## config.mk

```make
export PLATFORM = sky130hd
export DESIGN_NAME = four_bit_io_port
export DESIGN_NICKNAME = d
export VERILOG_FILES = /design/src/hdl/port_pkg.sv /design/src/hdl/pin_sync.sv /design/src/hdl/pin_ctrl.sv /design/src/hdl/four_bit_io_port.sv
export VERILOG_INCLUDE_DIRS = /design/src /design/src/hdl
export SDC_FILE = /design/constraint.sdc
export NUM_CORES = 1
export LEC_CHECK = 0
export BUFFER_PORTS_ARGS = -buffer_cell sky130_fd_sc_hd__buf_4
export CAP_MARGIN = 10
export CORE_UTILIZATION = 44
export DETAILED_ROUTE_END_ITERATION = 16
export PLACE_DENSITY_LB_ADDON = 0.15
export SETUP_SLACK_MARGIN = 0.1
export SLEW_MARGIN = 5
export SYNTH_ARGS = -nofsm -noshare
export SYNTH_HDL_FRONTEND = slang
export SYNTH_HIERARCHICAL = 1
export SYNTH_SLANG_ARGS = --single-unit
```

## constraint.sdc

```tcl
create_clock -name mclk -period 2.4 [get_ports mclk]
set_input_delay 0.12 -clock mclk [delete_from_list [all_inputs] [get_ports mclk]]
set_output_delay 0.12 -clock mclk [all_outputs]
set_load 0.02 [all_outputs]
```

## src/hdl/port_consts.svh

```systemverilog
/*
 * Offsets, field positions, reset values and fixed pin roles of the
 * four-bit I/O port. Assumes a 32-bit register word with the four pin
 * bits at positions 6 down to 3.
 */
`ifndef PORT_CONSTS_SVH
`define PORT_CONSTS_SVH

// Register byte offsets from the port base
`define OFS_DATA      8'h00
`define OFS_OE        8'h04
`define OFS_FSEL1     8'h08
`define OFS_FSEL2     8'h0c
`define OFS_FSEL3     8'h10
`define OFS_FSEL4     8'h14
`define OFS_FSEL5     8'h18
`define OFS_OD        8'h28
`define OFS_PU        8'h2c
`define OFS_PD        8'h30
`define OFS_IE        8'h38

// Pin field inside each register word
`define FLD_LO        3
`define FLD_HI        6

// Reset words
`define RST_DATA      32'h0000_0000
`define RST_OE        32'h0000_0028
`define RST_FSEL1     32'h0000_0078
`define RST_FSELX     32'h0000_0000
`define RST_OD        32'h0000_0000
`define RST_PU        32'h0000_0048
`define RST_PD        32'h0000_0010
`define RST_IE        32'h0000_0058

// Function register index (0-based) and pin roles
`define FN_DEBUG      0
`define FN_INT        3
`define PIN_INT       3
`define DBG_IN_MASK   4'hb
`define DBG_OUT_MASK  4'h5
`define DBG_PU_MASK   4'h9
`define DBG_PD_MASK   4'h2

// Bus encodings
`define HTRANS_IDLE   2'h0

`endif

```

## src/hdl/port_pkg.sv

```systemverilog
/*
 * Types shared by the four-bit I/O port modules.
 * Assumes port_consts.svh supplies the numbers.
 */
package port_pkg;

    localparam int PINS  = 4;
    localparam int FUNCS = 5;

    typedef logic [PINS-1:0]            pins_t;
    typedef logic [FUNCS-1:0][PINS-1:0] fn_t;

    // Software-visible control state
    typedef struct packed {
        pins_t data;
        pins_t oe;
        fn_t   fsel;
        pins_t od;
        pins_t pu;
        pins_t pd;
        pins_t ie;
    } regs_s;

    // Pad controls for the four pins
    typedef struct packed {
        pins_t out;
        pins_t oe;
        pins_t ie;
        pins_t pu;
        pins_t pd;
    } pad_s;

    // Captured bus address phase
    typedef struct packed {
        logic       valid;
        logic       write;
        logic [7:0] addr;
    } aph_s;

endpackage

```

## src/hdl/pin_sync.sv

```systemverilog
/*
 * Two-stage synchroniser for the pad inputs.
 * Assumes inputs are asynchronous to mclk; only the second stage is read.
 */
`timescale 1ns/1ps
`default_nettype none

module pin_sync #(
    parameter int W = 4
) (
    input  wire logic         mclk,
    input  wire logic         rst_n,
    input  wire logic [W-1:0] d,
    output logic      [W-1:0] q
);

    typedef struct packed {
        logic [W-1:0] meta;
        logic [W-1:0] stable;
    } sync_s;

    sync_s s_r;
    sync_s s_nxt;

    // Meta stage feeds only the stable stage
    always_comb begin
        s_nxt        = s_r;
        s_nxt.meta   = d;
        s_nxt.stable = s_r.meta;
    end

    always_ff @(posedge mclk) begin
        if (!rst_n) begin
            s_r <= '0;
        end else begin
            s_r <= s_nxt;
        end
    end

    assign q = s_r.stable;

endmodule

`default_nettype wire

```

## src/hdl/pin_ctrl.sv

```systemverilog
/*
 * Per-pin steering: picks port or alternate function, applies STOP-mode
 * gating, open-drain and pulls. Purely combinational.
 * Assumes the caller registers every result before it reaches a pad.
 */
`timescale 1ns/1ps
`default_nettype none
`include "port_consts.svh"

module pin_ctrl
    import port_pkg::*;
(
    input  wire regs_s regs,
    input  wire logic  stopMode,
    input  wire logic  standbyDrive,
    input  wire fn_t   altOut,
    input  wire fn_t   altValid,
    input  wire pins_t pinIn,
    output var  pad_s  pad,
    output var  pins_t altIn,
    output logic       extInt
);

    // Fixed debug roles as typed constants; a bare literal cannot be bit-selected
    localparam pins_t DbgIn  = `DBG_IN_MASK;
    localparam pins_t DbgOut = `DBG_OUT_MASK;
    localparam pins_t DbgPu  = `DBG_PU_MASK;
    localparam pins_t DbgPd  = `DBG_PD_MASK;

    logic gate;
    assign gate = !stopMode || standbyDrive;

    // Each pin chooses its source independently
    always_comb begin
        logic sel;
        logic dbg;
        logic outV;
        logic oeV;
        pad   = '0;
        altIn = '0;
        sel   = 1'b0;
        dbg   = 1'b0;
        outV  = 1'b0;
        oeV   = 1'b0;
        for (int p = 0; p < PINS; p++) begin
            sel  = 1'b0;
            outV = 1'b0;
            oeV  = 1'b0;
            for (int f = 0; f < FUNCS; f++) begin
                sel  = sel | regs.fsel[f][p];
                outV = outV | (regs.fsel[f][p] & altOut[f][p]);
                oeV  = oeV | (regs.fsel[f][p] & altValid[f][p]);
            end
            dbg = regs.fsel[`FN_DEBUG][p];
            if (dbg) begin
                // Debug pins keep fixed roles; outputs float while data invalid
                pad.ie[p]  = DbgIn[p];
                pad.oe[p]  = DbgOut[p] & altValid[`FN_DEBUG][p];
                pad.out[p] = altOut[`FN_DEBUG][p];
                pad.pu[p]  = DbgPu[p] | regs.pu[p];
                pad.pd[p]  = DbgPd[p] | regs.pd[p];
            end else begin
                pad.out[p] = sel ? outV : regs.data[p];
                pad.oe[p]  = (sel ? oeV : regs.oe[p]) & gate;
                // Interrupt pin stays awake in STOP without standby drive only when selected
                pad.ie[p]  = regs.ie[p] & (gate | (p == `PIN_INT && regs.fsel[`FN_INT][p]));
                pad.pu[p]  = regs.pu[p];
                pad.pd[p]  = regs.pd[p];
            end
            // Open drain: never drive the high level
            if (regs.od[p] && pad.out[p]) begin
                pad.oe[p] = 1'b0;
            end
            altIn[p] = pinIn[p] & pad.ie[p];
        end
    end

    // Outside STOP the interrupt follows the input enable alone
    assign extInt = pinIn[`PIN_INT] & regs.ie[`PIN_INT]
                  & (!stopMode | regs.fsel[`FN_INT][`PIN_INT]);

endmodule

`default_nettype wire

```

## src/hdl/four_bit_io_port.sv

```systemverilog
/*
 * Four-bit general-purpose I/O port with alternate pin functions,
 * reached over an AHB-Lite slave with zero wait states.
 * Assumes hsel decodes the port base, STOP mode and standby drive come
 * from mclk-domain logic, and pads resolve pulls and enables outside.
 */
`timescale 1ns/1ps
`default_nettype none
`include "port_consts.svh"

module four_bit_io_port
    import port_pkg::*;
(
    input  wire logic        mclk,
    input  wire logic        rst_n,
    input  wire logic        hsel,
    input  wire logic [31:0] haddr,
    input  wire logic [1:0]  htrans,
    input  wire logic        hwrite,
    input  wire logic [2:0]  hsize,
    input  wire logic [31:0] hwdata,
    input  wire logic        hready,
    output logic             hreadyout,
    output logic             hresp,
    output logic      [31:0] hrdata,
    input  wire logic        stopMode,
    input  wire logic        standbyDrive,
    input  wire fn_t         altOut,
    input  wire fn_t         altValid,
    output pins_t            altIn,
    output logic             extIntA,
    input  wire pins_t       padIn,
    output pad_s             pad
);

    typedef struct packed {
        regs_s       regs;
        aph_s        aph;
        pad_s        pad;
        logic [31:0] rdata;
        logic        ready;
        logic        resp;
        pins_t       altIn;
        logic        extInt;
    } state_s;

    state_s s_r;
    state_s s_nxt;
    pins_t  pinSync;
    pad_s   padNxt;
    pins_t  altInNxt;
    logic   extIntNxt;

    // Reset words as full-width constants so the pin field can be sliced
    localparam logic [31:0] RstData  = `RST_DATA;
    localparam logic [31:0] RstOe    = `RST_OE;
    localparam logic [31:0] RstFsel1 = `RST_FSEL1;
    localparam logic [31:0] RstFselX = `RST_FSELX;
    localparam logic [31:0] RstOd    = `RST_OD;
    localparam logic [31:0] RstPu    = `RST_PU;
    localparam logic [31:0] RstPd    = `RST_PD;
    localparam logic [31:0] RstIe    = `RST_IE;

    // Reset image of the control registers
    function automatic regs_s regsReset();
        regs_s r;
        r      = '0;
        r.data = RstData[`FLD_HI:`FLD_LO];
        r.oe   = RstOe[`FLD_HI:`FLD_LO];
        for (int f = 1; f < FUNCS; f++) begin
            r.fsel[f] = RstFselX[`FLD_HI:`FLD_LO];
        end
        r.fsel[`FN_DEBUG] = RstFsel1[`FLD_HI:`FLD_LO];
        r.od   = RstOd[`FLD_HI:`FLD_LO];
        r.pu   = RstPu[`FLD_HI:`FLD_LO];
        r.pd   = RstPd[`FLD_HI:`FLD_LO];
        r.ie   = RstIe[`FLD_HI:`FLD_LO];
        return r;
    endfunction

    // Decode of an offset to the register field; used for reads and writes
    function automatic logic [3:0] regIndex(input logic [7:0] a);
        case (a)
            `OFS_DATA:  regIndex = 4'h1;
            `OFS_OE:    regIndex = 4'h2;
            `OFS_FSEL1: regIndex = 4'h3;
            `OFS_FSEL2: regIndex = 4'h4;
            `OFS_FSEL3: regIndex = 4'h5;
            `OFS_FSEL4: regIndex = 4'h6;
            `OFS_FSEL5: regIndex = 4'h7;
            `OFS_OD:    regIndex = 4'h8;
            `OFS_PU:    regIndex = 4'h9;
            `OFS_PD:    regIndex = 4'ha;
            `OFS_IE:    regIndex = 4'hb;
            default:    regIndex = 4'h0;
        endcase
    endfunction

    // Read word; pins with input enabled show the pad, others the latch
    function automatic logic [31:0] readWord(input regs_s r, input logic [7:0] a, input pins_t pin);
        pins_t f;
        logic [31:0] w;
        case (regIndex(a))
            4'h1:    f = (pin & r.ie) | (r.data & ~r.ie);
            4'h2:    f = r.oe;
            4'h3:    f = r.fsel[0];
            4'h4:    f = r.fsel[1];
            4'h5:    f = r.fsel[2];
            4'h6:    f = r.fsel[3];
            4'h7:    f = r.fsel[4];
            4'h8:    f = r.od;
            4'h9:    f = r.pu;
            4'ha:    f = r.pd;
            4'hb:    f = r.ie;
            default: f = '0;
        endcase
        w = '0;
        w[`FLD_HI:`FLD_LO] = f;
        return w;
    endfunction

    pin_sync #(
        .W (PINS)
    ) u_sync (
        .mclk  (mclk),
        .rst_n (rst_n),
        .d     (padIn),
        .q     (pinSync)
    );

    pin_ctrl u_ctrl (
        .regs         (s_r.regs),
        .stopMode     (stopMode),
        .standbyDrive (standbyDrive),
        .altOut       (altOut),
        .altValid     (altValid),
        .pinIn        (pinSync),
        .pad          (padNxt),
        .altIn        (altInNxt),
        .extInt       (extIntNxt)
    );

    // Bus slave and register file; writes land before the read is formed
    always_comb begin
        pins_t wf;
        s_nxt = s_r;
        wf    = hwdata[`FLD_HI:`FLD_LO];
        if (s_r.aph.valid && s_r.aph.write) begin
            case (regIndex(s_r.aph.addr))
                4'h1:    s_nxt.regs.data    = wf;
                4'h2:    s_nxt.regs.oe      = wf;
                4'h3:    s_nxt.regs.fsel[0] = wf;
                4'h4:    s_nxt.regs.fsel[1] = wf;
                4'h5:    s_nxt.regs.fsel[2] = wf;
                4'h6:    s_nxt.regs.fsel[3] = wf;
                4'h7:    s_nxt.regs.fsel[4] = wf;
                4'h8:    s_nxt.regs.od      = wf;
                4'h9:    s_nxt.regs.pu      = wf;
                4'ha:    s_nxt.regs.pd      = wf;
                4'hb:    s_nxt.regs.ie      = wf;
                default: s_nxt.regs         = s_r.regs;
            endcase
        end
        s_nxt.aph.valid = hsel && htrans[1] && hready;
        s_nxt.aph.write = hwrite;
        s_nxt.aph.addr  = haddr[7:0];
        // Forwarded read avoids stale data after a back-to-back write
        if (hsel && htrans[1] && hready && !hwrite) begin
            s_nxt.rdata = readWord(s_nxt.regs, haddr[7:0], pinSync);
        end else begin
            s_nxt.rdata = '0;
        end
        s_nxt.ready  = 1'b1;
        s_nxt.resp   = 1'b0;
        s_nxt.pad    = padNxt;
        s_nxt.altIn  = altInNxt;
        s_nxt.extInt = extIntNxt;
    end

    always_ff @(posedge mclk) begin
        if (!rst_n) begin
            s_r        <= '0;
            s_r.regs   <= regsReset();
            s_r.ready  <= 1'b1;
        end else begin
            s_r <= s_nxt;
        end
    end

    // Every output comes straight from the state register
    assign hreadyout = s_r.ready;
    assign hresp     = s_r.resp;
    assign hrdata    = s_r.rdata;
    assign pad       = s_r.pad;
    assign altIn     = s_r.altIn;
    assign extIntA   = s_r.extInt;

    pins_t anySel;
    always_comb begin
        anySel = '0;
        for (int f = 0; f < FUNCS; f++) begin
            anySel = anySel | s_r.regs.fsel[f];
        end
    end
endmodule

`default_nettype wire

```

==> results_dict.tcl <==
set metrics [dict create \
    ios 179 \
    combPwrFrac 0.113 \
    ys_ff_latch 91 \
    cts.sinks 91 \
    die-area_mm2 0.0109 \
    timing.rr.end "hrdata[3]" \
    detail_route.wl_per_cell_um 15.4 \
    rsz0062_at_grt "yes" \
    place.gp.congestion 0.978 \
    slew_violations 0 \
    yosys_warnings 6 \
    cts_inserted_buffers 9 \
    avgSynthCellArea_um2 9.08 \
    pwr-share-seq 0.530 \
    stdcell_count 768 \
    num_antenna_cells 0 \
    cts_tree "done" \
    critPathMaxFanout 4 \
    finalInstanceArea_mm2 0.00594 \
    routed_via_density 5.16 \
    crit_end "hrdata[3]" \
    num_vias 3961 \
    crit_start "s_r[60]" \
    worst_path_dominant_cell_family "simple AND/OR/NAND/NOR gates" \
    period_needed_ns 2.40 \
    worstHoldStart "rst_n" \
    cts_root_buffer "clkbuf_8" \
    place_area_mm2 0.00551 \
    grt.total_usage 0.223 \
    synth_area_mm2 0.00461 \
    cpMaxStageDelayCell "or4_4" \
    p_sw_uw 746 \
    drt_pass1_iterations 4 \
    total_power_mw 2.93 \
    maxSlewHeadroom 0.497 \
    grt_pass1_wl_mm 19.1 \
    layout_common_cells "buf_4 (154), dfxtp_1 (89), and2_1 (53)" \
    leakage_nw 2.64 \
    switching_share 0.255 \
    io_buffer_count 91 \
    dp_cells 739 \
    fin_crit_sh 0.999 \
    r2r_start "s_r[60]" \
    clockBufferDepth 2 \
    r2r_setup_slack_ns 0.002 \
    final_antenna_net_count 0 \
    crit_chain "or4_4 -> buf_6 -> buf_6 -> nor3_4 -> buf_6 -> mux2i_4 -> mux2_4 -> a211oi_2 -> a31oi_1" \
    cts_max_level 3 \
    antenna_found_initial 0 \
    remaining_drc_errors 0 \
    row_count 36 \
    synth_cell_types 62 \
    synth_edf_count 0 \
    outcome "complete, no violations" \
    fmax_mhz 417 \
    slowest_delay_ns 0.53 \
    cp.depth 9 \
    critical_path_buf_inv_count 3 \
    grt-ovfl-total 0 \
    start_kind "flip-flop" \
    drive_gt1_frac 0.334 \
    drt_wl_total_mm 11.8 \
    die_x_um 104 \
    synth_ff_type "dfxtp_1" \
    async_flop_share 0 \
    layout_commonest_cell "buf_4" \
    first_global_vias 3792 \
    cp.required_ns 2.64 \
    clk_pin_slew_ns 0.09 \
    setup_viol 0 \
    hold_path_class "input port to flip-flop" \
    dp_hpwl_mm 9.18 \
    initial_core_util 0.463 \
    arrival_ns 2.64 \
    finClkSkew_ns 0.0123 \
    maxCapViolCount 0 \
    crit_path_frequent_cell "buf_6" \
    p_per_area_mw_per_mm2 493 \
    clk_latency_ns 0.36 \
    irDropWorstVdd_uv 345 \
    p_int_mw 2.19 \
    synth-seq-area-share 0.396 \
    clock_power_share 0.357 \
    core_area_mm2 0.00995 \
    r2r_cells 9 \
    synth_cells 507 \
    critPathCaptureType "flip-flop" \
    timing.setup.critical_path_class "flip-flop to flip-flop" \
    tightest_slew_ns 0.752 \
    fin_nets 753 \
    syn2layout_area_growth_pct 29.0 \
    final_util 0.597 \
    grt_max_degree 39 \
    hold_viol_final 0 \
    drt_iter0_drc 170 \
    die_h_um 104 \
]
-- flip-flops by register name, indices dropped and copies added (netlist names) --
name	cells
extIntA	1
pad	20
u_sync/q	4
u_sync/s_nxt	4
hrdata	4
s_r	54
altIn	4
-- worst reg2reg max path: stages (launching register included) --
cell      delay (ns)
dfxtp_2         0.33
or4_4           0.53
buf_6           0.16
buf_6           0.12
nor3_4          0.18
buf_6           0.15
mux2i_4         0.23
mux2_4          0.34
a211oi_2        0.18
a31oi_1         0.09
-- cell type report --
cell class | instances | area [µm²]
Fill cell | 901 | 4010
Multi-Input combinational cell | 350 | 2420
Sequential cell | 91 | 1820
Timing Repair Buffer | 167 | 1290
Tap cell | 133 | 166
Clock buffer | 10 | 128
Clock inverter | 6 | 71.3
Inverter | 11 | 41.3
-- routing by layer --
| layer | track usage | wire length (µm) |
|---|---|---|
| met3 | 0.0313 | 692 |
| met5 | 0 | 0 |
| met2 | 0.367 | 5480 |
| met1 | 0.284 | 5270 |
| met4 | 0.113 | 384 |
-- logic make-up (layout without fill, tap and decap cells) --
logic type	count (synthesis)	in the layout	synth area share
AND/OR/NAND/NOR	187	187	0.227
buffers and inverters	94	194	0.131
flip-flops	91	91	0.396
AO/OA/AOI/OAI	81	81	0.127
multiplexers	47	47	0.105
adder cells (fa/ha/maj)	3	3	0.00815
other	2	30	0.00163
XOR/XNOR	2	2	0.00380
-- power groups by stage --
stage	Sequential [mW]	Clock, mW	Combinational (mW)
finish	1.55	1.05	0.331
detailed placement	1.59	0	0.313
global placement	1.59	0	0.309
CTS	1.55	1.07	0.330
global route	1.56	1.13	0.359
floorplan	1.58	0	0.224
-- through the flow --
stage | TNS (ns) | setup slack, ns | hold slack (ns)
6_report | 0 | 0.00210 | 0.0218
5_1_grt | -0.116 | -0.0609 | 0.0166
4_1_cts | -0.0691 | -0.0540 | 0.0147
3_5_place_dp | -0.617 | -0.170 | 0.325
3_3_place_gp | -0.513 | -0.177 | 0.323
2_1_floorplan | -0.0957 | -0.0576 | 0.242
-- worst min-delay path by stage --
stage	cells after the start	to	slack, ns
finish	2	s_r[86]	0.02
global route	2	s_r[86]	0.02
detailed placement	2	u_sync/s_nxt[2]	0.32
floorplan	1	s_r[59]	0.24
global placement	2	u_sync/s_nxt[2]	0.32
CTS	2	s_r[86]	0.01
-- Yosys cell counts, drive strengths merged (2+ instances only) --
cell type / count / area share
nor2: 47 / 0.039
clkbuf: 17 / 0.014
inv: 11 / 0.0090
a31oi: 5 / 0.0068
and3b: 2 / 0.0038
nor4: 8 / 0.017
or4: 3 / 0.0049
or2: 4 / 0.0054
a21oi: 8 / 0.0087
nor2b: 3 / 0.0041
mux2i: 40 / 0.087
a2bb2oi: 2 / 0.0038
a22o: 2 / 0.0038
mux2: 7 / 0.018
a211oi: 5 / 0.0092
buf: 66 / 0.11
a22oi: 17 / 0.028
conb: 2 / 0.0016
nand3: 6 / 0.0065
o22ai: 15 / 0.020
dfxtp: 91 / 0.40
nor3: 6 / 0.0090
nor3b: 3 / 0.0049
a32oi: 2 / 0.0038
and2: 53 / 0.072
o21ai: 6 / 0.0065
nand2: 31 / 0.025
nand2b: 4 / 0.0054
or3: 2 / 0.0027
o211ai: 3 / 0.0049
nand4: 7 / 0.0095
a2111oi: 3 / 0.0071
o2111ai: 2 / 0.0038
a21o: 2 / 0.0033
ha: 3 / 0.0082
xor2: 2 / 0.0038
-- what timing repair did --
item / in CTS / in global routing
resized for setup: 15 / 8
pin swaps: 8 / 4
setup buffers: 2 / 2
endpoints found under the hold margin: 9 / 0
endpoints found under the setup margin: 4 / 4
hold buffers: 9 / 0
(Power assumes the default switching activity.)
